[src/tcr_pkg.sv]
// Constants shared by the capture/reload timer, its port checks and its bench
package tcr_pkg;
    // ==========================================================
    // Register indices; the byte address is four times the index
    localparam logic [7:0] IDX_CONTROL = 8'hC8;
    localparam logic [7:0] IDX_MODE = 8'hC9;
    localparam logic [7:0] IDX_HOLD_LOW = 8'hCA;
    localparam logic [7:0] IDX_HOLD_HIGH = 8'hCB;
    localparam logic [7:0] IDX_COUNT_LOW = 8'hCC;
    localparam logic [7:0] IDX_COUNT_HIGH = 8'hCD;
    localparam int ADDR_BITS = 10;

    // ==========================================================
    // Control and mode register fields
    localparam int B_OVERFLOW = 7;
    localparam int B_EXT_EDGE = 6;
    localparam int B_RX_BAUD = 5;
    localparam int B_TX_BAUD = 4;
    localparam int B_EXT_EN = 3;
    localparam int B_RUN = 2;
    localparam int B_SOURCE = 1;
    localparam int B_CAPTURE = 0;
    localparam int B_DOWN_EN = 0;
    localparam logic [7:0] CONTROL_RESET = 8'h00;
    localparam logic [7:0] MODE_RESET = 8'h00;
    localparam logic [15:0] COUNT_RESET = 16'h0000;
    localparam logic [15:0] COUNT_ALL_ONES = 16'hFFFF;

    // ==========================================================
    // Machine cycle timing: six states of two phases each
    localparam int PHASES_PER_CYCLE = 12;
    localparam logic [3:0] PHASE_LAST = 4'hB;
    localparam logic [3:0] PHASE_S3P1 = 4'h4;
    localparam logic [3:0] PHASE_S5P2 = 4'h9;
endpackage : tcr_pkg

[src/tcr_sample_if.sv]
// Link between the timer core and one pin sampler
`timescale 1ns/10ps
`default_nettype none
interface tcr_sample_if;
    logic strobe;
    logic pin;
    logic level;
    logic fall;
    modport sampler (input strobe, input pin, output level, output fall);
    modport core (output strobe, output pin, input level, input fall);
endinterface : tcr_sample_if
`default_nettype wire

[src/tcr_edge.sv]
// Once-per-machine-cycle pin sampler with falling edge detection
`timescale 1ns/10ps
`default_nettype none
module tcr_edge (
    // Clocking
    input wire logic clock,
    input wire logic reset,
    input wire logic ce,
    // Sampled pin
    tcr_sample_if.sampler smp
);
    logic cur_ff, nxt_cur;
    logic prev_ff, nxt_prev;

    // ==========================================================
    // Sampling
    // A fall is high-then-low across two strobes; it stays visible for
    // the whole following machine cycle so the core can act once on it.
    always_comb begin
        nxt_cur = cur_ff;
        nxt_prev = prev_ff;
        if (smp.strobe) begin
            nxt_cur = smp.pin;
            nxt_prev = cur_ff;
        end
    end

    always_ff @(posedge clock or posedge reset) begin
        if (reset) begin
            cur_ff <= 1'b1;
            prev_ff <= 1'b1;
        end else if (ce) begin
            cur_ff <= nxt_cur;
            prev_ff <= nxt_prev;
        end
    end

    assign smp.level = cur_ff;
    assign smp.fall = prev_ff & ~cur_ff;
endmodule : tcr_edge
`default_nettype wire

[src/tcr_top.sv]
// Capture/reload/baud timer with an AHB-Lite register slave
`timescale 1ns/10ps
`default_nettype none
// Overview of operation
// - Overflow flag set by count overflow; cleared only by software write.
// - Overflow flag never set while either baud select bit is one.
// - External edge flag set when a trigger fall causes capture or reload.
// - Interrupt request raised while enabled and external edge flag is one.
// - External edge flag raises no interrupt while down count enable is set.
// - Receive baud select picks this timer's overflows, else the other timer's.
// - Transmit baud select picks this timer's overflows, else the other timer's.
// - Trigger pin ignored unless trigger enable, except as up/down direction; no reload in baud mode.
// - Counting only while run control is one.
// - Source select zero counts machine cycles; one counts count pin falls.
// - Capture select: falls capture; else reloads; baud forces reload.
// - Mode decode: baud, 16-bit auto-reload, or 16-bit capture.
// - Timer function increments once per twelve-period machine cycle.
// - Count pin sampled at S5P2; high then low increments.
// - Incremented count appears at S3P1 of the following machine cycle.
// - Capture mode without trigger is a plain timer flagging each overflow.
// - Capture mode trigger fall copies count into hold, sets edge flag.
// - Up auto-reload overflow past all ones loads the hold pair.
// - Down count underflows at hold value, flags overflow, loads all ones.
// - Baud mode timer increments every state time.
// - Down count enable resets to zero.
module tcr_top
    import tcr_pkg::*;
#(
    parameter int PHASES = tcr_pkg::PHASES_PER_CYCLE
) (
    // Clocking
    input wire logic clock,
    input wire logic reset,
    input wire logic ce,
    // AHB-Lite slave
    input wire logic hsel,
    input wire logic [31:0] haddr,
    input wire logic [1:0] htrans,
    input wire logic hwrite,
    input wire logic [2:0] hsize,
    input wire logic [31:0] hwdata,
    input wire logic hready,
    output logic hreadyout,
    output logic hresp,
    output logic [31:0] hrdata,
    // Pins
    input wire logic count_pin,
    input wire logic trigger_pin,
    // Interrupt and serial port
    input wire logic timer_irq_enable,
    output logic timer_irq,
    input wire logic other_timer_overflow,
    output logic rx_baud_tick,
    output logic tx_baud_tick
);
    import tcr_pkg::*;

    // ==========================================================
    // Elaboration check
    if (PHASES != PHASES_PER_CYCLE) begin : g_bad_phases
        $error("tcr_top: machine cycle must be twelve phases");
    end

    // ==========================================================
    // State
    logic [7:0] control_ff, nxt_control;
    logic [7:0] mode_ff, nxt_mode;
    logic [15:0] count_ff, nxt_count;
    logic [15:0] hold_ff, nxt_hold;
    logic [3:0] phase_ff, nxt_phase;
    logic own_ovf_ff, nxt_own_ovf;
    logic wr_pend_ff, nxt_wr_pend;
    logic [7:0] wr_idx_ff, nxt_wr_idx;
    logic [31:0] hrdata_ff, nxt_hrdata;

    tcr_sample_if cnt_smp ();
    tcr_sample_if trg_smp ();

    tcr_edge u_count_edge (
        .clock(clock),
        .reset(reset),
        .ce(ce),
        .smp(cnt_smp.sampler)
    );

    tcr_edge u_trigger_edge (
        .clock(clock),
        .reset(reset),
        .ce(ce),
        .smp(trg_smp.sampler)
    );

    // ==========================================================
    // Machine cycle sequencing
    logic at_s3p1;
    logic at_s5p2;
    logic state_tick;

    always_comb begin
        nxt_phase = (phase_ff == PHASE_LAST) ? 4'h0 : phase_ff + 4'h1;
    end

    assign at_s3p1 = (phase_ff == PHASE_S3P1);
    assign at_s5p2 = (phase_ff == PHASE_S5P2);
    assign state_tick = ~phase_ff[0];

    // Both pins share one sampling point per machine cycle
    assign cnt_smp.strobe = at_s5p2;
    assign cnt_smp.pin = count_pin;
    assign trg_smp.strobe = at_s5p2;
    assign trg_smp.pin = trigger_pin;

    // ==========================================================
    // Mode decode
    logic run;
    logic baud_mode;
    logic capture_mode;
    logic reload_mode;
    logic down_en;
    logic count_down;
    logic inc_event;
    logic trig_event;
    logic wrap;

    assign run = control_ff[B_RUN];
    assign baud_mode = control_ff[B_RX_BAUD] | control_ff[B_TX_BAUD];
    assign capture_mode = ~baud_mode & control_ff[B_CAPTURE];
    assign reload_mode = ~baud_mode & ~control_ff[B_CAPTURE];
    assign down_en = mode_ff[B_DOWN_EN];
    // In up/down mode the trigger pin is the direction, not a trigger
    assign count_down = reload_mode & down_en & ~trg_smp.level;

    always_comb begin
        inc_event = 1'b0;
        if (run) begin
            if (control_ff[B_SOURCE]) begin
                inc_event = cnt_smp.fall & at_s3p1;
            end else if (baud_mode) begin
                inc_event = state_tick;
            end else begin
                inc_event = at_s3p1;
            end
        end
    end

    // Trigger falls act at S3P1 like count pin falls
    assign trig_event = control_ff[B_EXT_EN] & trg_smp.fall & at_s3p1
        & ~(reload_mode & down_en);

    // Up wraps past all ones; down ends when the count meets the hold pair
    assign wrap = inc_event & (count_down ? (count_ff == hold_ff) : (count_ff == COUNT_ALL_ONES));

    // ==========================================================
    // Bus access decode
    logic addr_phase;
    logic [7:0] rd_idx;
    logic wr_control, wr_mode, wr_hold_l, wr_hold_h, wr_count_l, wr_count_h;

    assign addr_phase = ce & hsel & hready & htrans[1];
    assign rd_idx = haddr[ADDR_BITS-1:2];
    assign wr_control = wr_pend_ff & (wr_idx_ff == IDX_CONTROL);
    assign wr_mode = wr_pend_ff & (wr_idx_ff == IDX_MODE);
    assign wr_hold_l = wr_pend_ff & (wr_idx_ff == IDX_HOLD_LOW);
    assign wr_hold_h = wr_pend_ff & (wr_idx_ff == IDX_HOLD_HIGH);
    assign wr_count_l = wr_pend_ff & (wr_idx_ff == IDX_COUNT_LOW);
    assign wr_count_h = wr_pend_ff & (wr_idx_ff == IDX_COUNT_HIGH);

    always_comb begin
        nxt_wr_pend = addr_phase & hwrite;
        nxt_wr_idx = addr_phase ? rd_idx : wr_idx_ff;
        nxt_hrdata = hrdata_ff;
        if (addr_phase & ~hwrite) begin
            if (rd_idx == IDX_CONTROL) begin
                nxt_hrdata = {24'h000000, control_ff};
            end else if (rd_idx == IDX_MODE) begin
                nxt_hrdata = {24'h000000, mode_ff};
            end else if (rd_idx == IDX_HOLD_LOW) begin
                nxt_hrdata = {24'h000000, hold_ff[7:0]};
            end else if (rd_idx == IDX_HOLD_HIGH) begin
                nxt_hrdata = {24'h000000, hold_ff[15:8]};
            end else if (rd_idx == IDX_COUNT_LOW) begin
                nxt_hrdata = {24'h000000, count_ff[7:0]};
            end else if (rd_idx == IDX_COUNT_HIGH) begin
                nxt_hrdata = {24'h000000, count_ff[15:8]};
            end else begin
                nxt_hrdata = 32'h00000000;
            end
        end
    end

    // ==========================================================
    // Counter, hold pair and flags
    logic set_ovf;
    logic set_ext;
    logic toggle_ext;

    // Baud mode never raises the overflow flag
    assign set_ovf = wrap & ~baud_mode;
    // Every trigger event that reaches here is a capture, a reload or a bare flag
    assign set_ext = trig_event;
    // In up/down mode the edge flag acts as a seventeenth count bit
    assign toggle_ext = wrap & reload_mode & down_en;

    always_comb begin
        nxt_count = count_ff;
        nxt_hold = hold_ff;
        nxt_control = control_ff;
        nxt_mode = mode_ff;
        nxt_own_ovf = wrap & baud_mode;

        // Software writes first, hardware events override them below
        if (wr_control) begin
            nxt_control = hwdata[7:0];
        end
        if (wr_mode) begin
            nxt_mode = {7'h00, hwdata[B_DOWN_EN]};
        end
        if (wr_hold_l) begin
            nxt_hold[7:0] = hwdata[7:0];
        end
        if (wr_hold_h) begin
            nxt_hold[15:8] = hwdata[7:0];
        end
        if (wr_count_l) begin
            nxt_count[7:0] = hwdata[7:0];
        end
        if (wr_count_h) begin
            nxt_count[15:8] = hwdata[7:0];
        end

        if (wrap) begin
            if (count_down) begin
                nxt_count = COUNT_ALL_ONES;
            end else if (capture_mode) begin
                nxt_count = COUNT_RESET;
            end else begin
                nxt_count = hold_ff;
            end
        end else if (inc_event) begin
            nxt_count = count_down ? count_ff - 16'h0001 : count_ff + 16'h0001;
        end

        if (trig_event & capture_mode) begin
            nxt_hold = count_ff;
        end else if (trig_event & reload_mode & ~wrap) begin
            nxt_count = hold_ff;
        end

        // A hardware set wins over a same-cycle software clear
        if (set_ovf) begin
            nxt_control[B_OVERFLOW] = 1'b1;
        end
        if (set_ext) begin
            nxt_control[B_EXT_EDGE] = 1'b1;
        end else if (toggle_ext) begin
            nxt_control[B_EXT_EDGE] = ~control_ff[B_EXT_EDGE];
        end
    end

    always_ff @(posedge clock or posedge reset) begin
        if (reset) begin
            control_ff <= CONTROL_RESET;
            mode_ff <= MODE_RESET;
            count_ff <= COUNT_RESET;
            hold_ff <= COUNT_RESET;
            phase_ff <= 4'h0;
            own_ovf_ff <= 1'b0;
            wr_pend_ff <= 1'b0;
            wr_idx_ff <= 8'h00;
            hrdata_ff <= 32'h00000000;
        end else if (ce) begin
            control_ff <= nxt_control;
            mode_ff <= nxt_mode;
            count_ff <= nxt_count;
            hold_ff <= nxt_hold;
            phase_ff <= nxt_phase;
            own_ovf_ff <= nxt_own_ovf;
            wr_pend_ff <= nxt_wr_pend;
            wr_idx_ff <= nxt_wr_idx;
            hrdata_ff <= nxt_hrdata;
        end
    end

    // ==========================================================
    // Outputs
    // Stalling the bus while frozen keeps writes from being lost
    assign hreadyout = ce;
    assign hresp = 1'b0;
    assign hrdata = hrdata_ff;

    // The edge flag is masked in up/down mode, where it only toggles
    assign timer_irq = timer_irq_enable & (control_ff[B_OVERFLOW]
        | (control_ff[B_EXT_EDGE] & ~down_en));

    // The serial port uses these ticks in its modes 1 and 3
    assign rx_baud_tick = control_ff[B_RX_BAUD] ? own_ovf_ff : other_timer_overflow;
    assign tx_baud_tick = control_ff[B_TX_BAUD] ? own_ovf_ff : other_timer_overflow;

endmodule : tcr_top
`default_nettype wire

[config.mk]
export PLATFORM = sky130hd
export DESIGN_NAME = tcr_top
export DESIGN_NICKNAME = d
export VERILOG_FILES = /design/src/tcr_pkg.sv /design/src/tcr_sample_if.sv /design/src/tcr_edge.sv /design/src/tcr_top.sv
export SDC_FILE = /design/constraint.sdc
export NUM_CORES = 1
export LEC_CHECK = 0
export BUFFER_PORTS_ARGS = -buffer_cell sky130_fd_sc_hd__buf_2
export CELL_PAD_IN_SITES_DETAIL_PLACEMENT = 0
export CELL_PAD_IN_SITES_GLOBAL_PLACEMENT = 1
export CORE_MARGIN = 1.5
export CORE_UTILIZATION = 40
export DETAILED_ROUTE_END_ITERATION = 12
export GPL_ROUTABILITY_DRIVEN = 0
export GPL_TIMING_DRIVEN = 0
export PLACE_DENSITY_LB_ADDON = 0.1
export SETUP_SLACK_MARGIN = 0.3
export SLEW_MARGIN = 5
export SYNTH_ARGS = -nofsm -noshare
export SYNTH_HDL_FRONTEND = slang
export SYNTH_SLANG_ARGS = --single-unit
export TNS_END_PERCENT = 20
[constraint.sdc]
create_clock -name clock -period 3.6 [get_ports clock]
set_clock_uncertainty 0.05 [all_clocks]
set_input_delay 0.18 -clock clock [delete_from_list [all_inputs] [get_ports clock]]
set_output_delay 0.18 -clock clock [all_outputs]
set_load 0.03 [all_outputs]
==> reports/results.txt <==
The number of cells in the design after placement was 856. The logs give 0 for the max-slew violation count and 0 for the overflow left after global routing. The routed design could run at a clock period as short as 3.362 ns. For the total vias in the final route, the log shows 5360. The clock passes through at most 2 buffers. At the worst endpoint, the arrival time is 3.54 ns. The share of synthesized area in the top cell type comes to 31.31%. The run gives 1756 uW as the cell-internal power.

The H-tree generated during clock tree synthesis spans 3 levels. Flip-flop and latch count after synthesis: 67. Kind of capture point of the worst setup path: a flip-flop.

In the global route stage, overall resource usage came out at 30.36%. The tools report the reg-to-reg critical path endpoint as count_ff[6]. In the post-synthesis netlist, the cell with the most instances is sky130_fd_sc_hd__nand2_1. The relative max-transition margin is 38.59%. Yosys mapped a number of flops with a built-in enable equal to 0. Counting distinct cell types in the post-synthesis netlist gives 77. The run gives 0 ns as the summed negative setup slack over all endpoints.

The commonest cells after synthesis are 69 x sky130_fd_sc_hd__nand2_1, 67 x sky130_fd_sc_hd__nor2_1, 63 x sky130_fd_sc_hd__dfrtp_1. In this run the standard cell core region covers 12160 um^2. The ratio of cells with drive above 1 in the final layout was 23.30%. Setup repair after global routing could not meet its margin everywhere. The design draws 2783 uW. The number of endpoints with negative hold slack in the final report came out at 0.

The initial core utilization is 41.40%, and the number of buffers inserted during clock tree synthesis is 9. The number of antenna repair diodes came out at 0. After detailed routing, the number of remaining DRC violations is 0. The transition time at the pin with the least slew margin is 0.9128 ns, and the clock latency of the later-clocked register in the worst-skew pair is 0.34 ns. TritonCTS built the clock tree. The area added between synthesis and finish was 21.84%; the maximum fanout encountered on the critical timing path was 9. Input and output buffers added on the ports amount to 37. The area of placed instances was 5550 um^2; the fraction of power spent switching nets was 36.89%.

Setup slack on the worst reg-to-reg path comes out at 0.24 ns. The number of placed I/O pins is 116. After synthesis, the cell types taking the most area are sky130_fd_sc_hd__dfrtp_1 31%, sky130_fd_sc_hd__a21oi_1 5.9%, sky130_fd_sc_hd__nand2_1 5.1%.

End point of the most critical hold path: u_trigger_edge.smp.level. The area enclosed by the die boundary is 13270 um^2. The start of the worst register-to-register path is control_ff[0]. For the routed wire length, the log shows 19090 um. The routed via count divided by cell count is 6.029. The proportion of power drawn by combinational gates is 35.0%. HPWL reported at the end of detailed placement: 13860 um. The kind of start point of the critical path was a flip-flop. Before antenna repair, the detailed router went through 6 iterations. The post-layout instance area came out at 6135 um^2. For the final setup violation count, the log shows 0. In this run the horizontal extent of the chip is 115.2 um. Of the available clock period, the critical path in the final layout requires 93.39%. The Yosys step of the flow raised 0 warnings. The type of the worst setup path is reg2reg.

Summing every instance area after synthesis gives 5035 um^2. The mean instance size in the synthesized netlist was 8.043 um^2. The final net count is 800.

The first global-routing pass estimated 29680 um of wire. The synthesized design spends more area on one cell type than any other, namely sky130_fd_sc_hd__dfrtp_1. The clock edge transition at the registers on the reported setup and hold paths came out at 0.06 ns.

For the pin count of the biggest net entering global routing, the log shows 45. The clock net in this run drives a total of 67 sinks. Of the total power, registers draw 34.9%. The worst hold path begins at trigger_pin.

The most used flip-flop cell after synthesis is sky130_fd_sc_hd__dfrtp_1. Excluding fillers, the count of instances in the completed layout stands at 889. The sequential-to-total area share from yosys stat came out at 33.40%. The class of the tightest hold or removal check is in2reg. For the count of mapped cells out of synthesis, the log shows 626. Of the total power, the clock network draws 30.2%. Dividing the detail-routed wire length by the instance count gives 21.48 um. The starting DRC count in detailed routing was 568.

For the initial antenna violation count, the log shows 0. Power per cell area: 453.6 nW/um^2. The number of cells on the worst reg-to-reg path is 10.

The flow ran to the end, and the final reports show no timing, DRC or antenna violations. The number of nets still failing antenna checks after routing was 0. CTS root buffer: sky130_fd_sc_hd__clkbuf_16.

The via count of the first global-routing pass was 5188; the hold path depth was 2. In this run the power spent charging and discharging nets is 1026 uW. The fraction of registers with async set or reset after synthesis was 100.0%. For the core occupancy in the finished layout, the log shows 50.44%.

The logs give 0.0002615 V for the maximum vdd drop and 0 for the number of violations of the max-capacitance limit. The vertical extent of the die is 115.2 um. Data on the critical path is required at its endpoint by 3.77 ns. In this run the core area contains 40 standard-cell rows.

The standby leakage power was 0.002628 uW. For the timing-limited maximum frequency, the log shows 297.5 MHz.
[power groups by stage]
stage / logic, uW / registers, uW / clock network (uW)
2_1_floorplan: 547 / 990 / 0
3_3_place_gp: 810 / 974 / 0
3_5_place_dp: 819 / 979 / 0
4_1_cts: 878 / 968 / 849
5_1_grt: 1040 / 988 / 881
6_report: 973 / 970 / 839
[layout by cell type, fill, tap and decap left out, drive strengths merged, types with 8 or more instances in the layout]
cell type,synthesis,layout
a221oi,9,9
or2,10,10
a22oi,8,8
a21oi,60,60
nor2b,9,9
nor2,67,67
clkbuf,36,48
or4,11,11
a31oi,9,9
nor4,14,14
nand2,69,69
conb,1,25
buf,33,89
nand3,11,11
o21ai,39,39
o211ai,8,8
mux2,20,20
nor3,12,12
mux2i,10,10
inv,16,16
nand4,10,10
dfrtp,63,63
[through the flow]
stage / setup WS (ns) / hold WS [ns]
2_1_floorplan: 0.4044 / 0.2468
3_3_place_gp: -0.4937 / 0.3646
3_5_place_dp: -0.5033 / 0.1323
4_1_cts: 0.2335 / 0.01651
5_1_grt: 0.1576 / 0.02202
6_report: 0.2381 / 0.02218
[cell type report]
cell class / count / area, um^2
Clock inverter: 2 / 10.01
Timing Repair Buffer: 56 / 350.3
Fill cell: 1192 / 6027
Inverter: 17 / 66.31
Buffer: 69 / 404.1
Clock buffer: 13 / 270.3
Tap cell: 168 / 210.2
Multi-Input combinational cell: 497 / 3142
Sequential cell: 67 / 1682
[metal layers]
| layer | vias to the layer above | wire, um | GRT usage, % |
|---|---|---|---|
| li1 | 2442 | - | - |
| met1 | 2554 | 7879 | 39.47 |
| met2 | 291 | 8490 | 46.79 |
| met3 | 73 | 1695 | 6.484 |
| met4 | 0 | 1029 | 17.70 |
| met5 | - | 0 | 0 |
[state kept, by name, indices dropped and copies added, names as in the netlist, 4 cells and up]
| register | cells |
|---|---|
| phase_ff | 4 |
| count_ff | 16 |
| wr_idx_ff | 8 |
| hold_ff | 16 |
| hrdata | 8 |
| control_ff | 8 |
[worst max-delay path: stages (launching register included)]
cell and delay [ns]:
sky130_fd_sc_hd__dfrtp_1 0.36, sky130_fd_sc_hd__buf_4 0.18, sky130_fd_sc_hd__or4b_4 0.50, sky130_fd_sc_hd__buf_8 0.15, sky130_fd_sc_hd__or4_4 0.43, sky130_fd_sc_hd__a21oi_4 0.16, sky130_fd_sc_hd__o22ai_2 0.13, sky130_fd_sc_hd__or4_4 0.48
sky130_fd_sc_hd__mux2_4 0.35, sky130_fd_sc_hd__and2_0 0.17, sky130_fd_sc_hd__o32a_1 0.29
[timing repair]
item                                    4_1_cts  5_1_grt
pin swaps                                     5        2
resized for setup                            24       19
setup buffers                                12        5
hold buffers                                  1        0
endpoints found under the setup margin       18       20
gates cloned                                  0        0
hold endpoints to repair                     19        0
[worst max-delay path by stage]
stage	startpoint	endpoint	slack, ns	cells past startpoint
2_1_floorplan	control_ff[5]	count_ff[4]	0.40	10
3_3_place_gp	u_trigger_edge.smp.level	count_ff[12]	-0.49	13
3_5_place_dp	u_trigger_edge.smp.level	count_ff[12]	-0.50	13
4_1_cts	u_trigger_edge.smp.level	count_ff[14]	0.23	13
5_1_grt	control_ff[0]	count_ff[6]	0.16	10
6_report	control_ff[0]	count_ff[6]	0.24	10
[kinds of logic after synthesis]
group	synth area share, %
AO/OA/AOI/OAI	24.03
XOR/XNOR	1.218
adder cells (fa/ha/maj)	0.9941
buffers and inverters	8.698
flip-flops	33.40
multiplexers	6.536
other	0.07448
AND/OR/NAND/NOR	25.05
No activity file was read; power rests on OpenSTA's default activity.
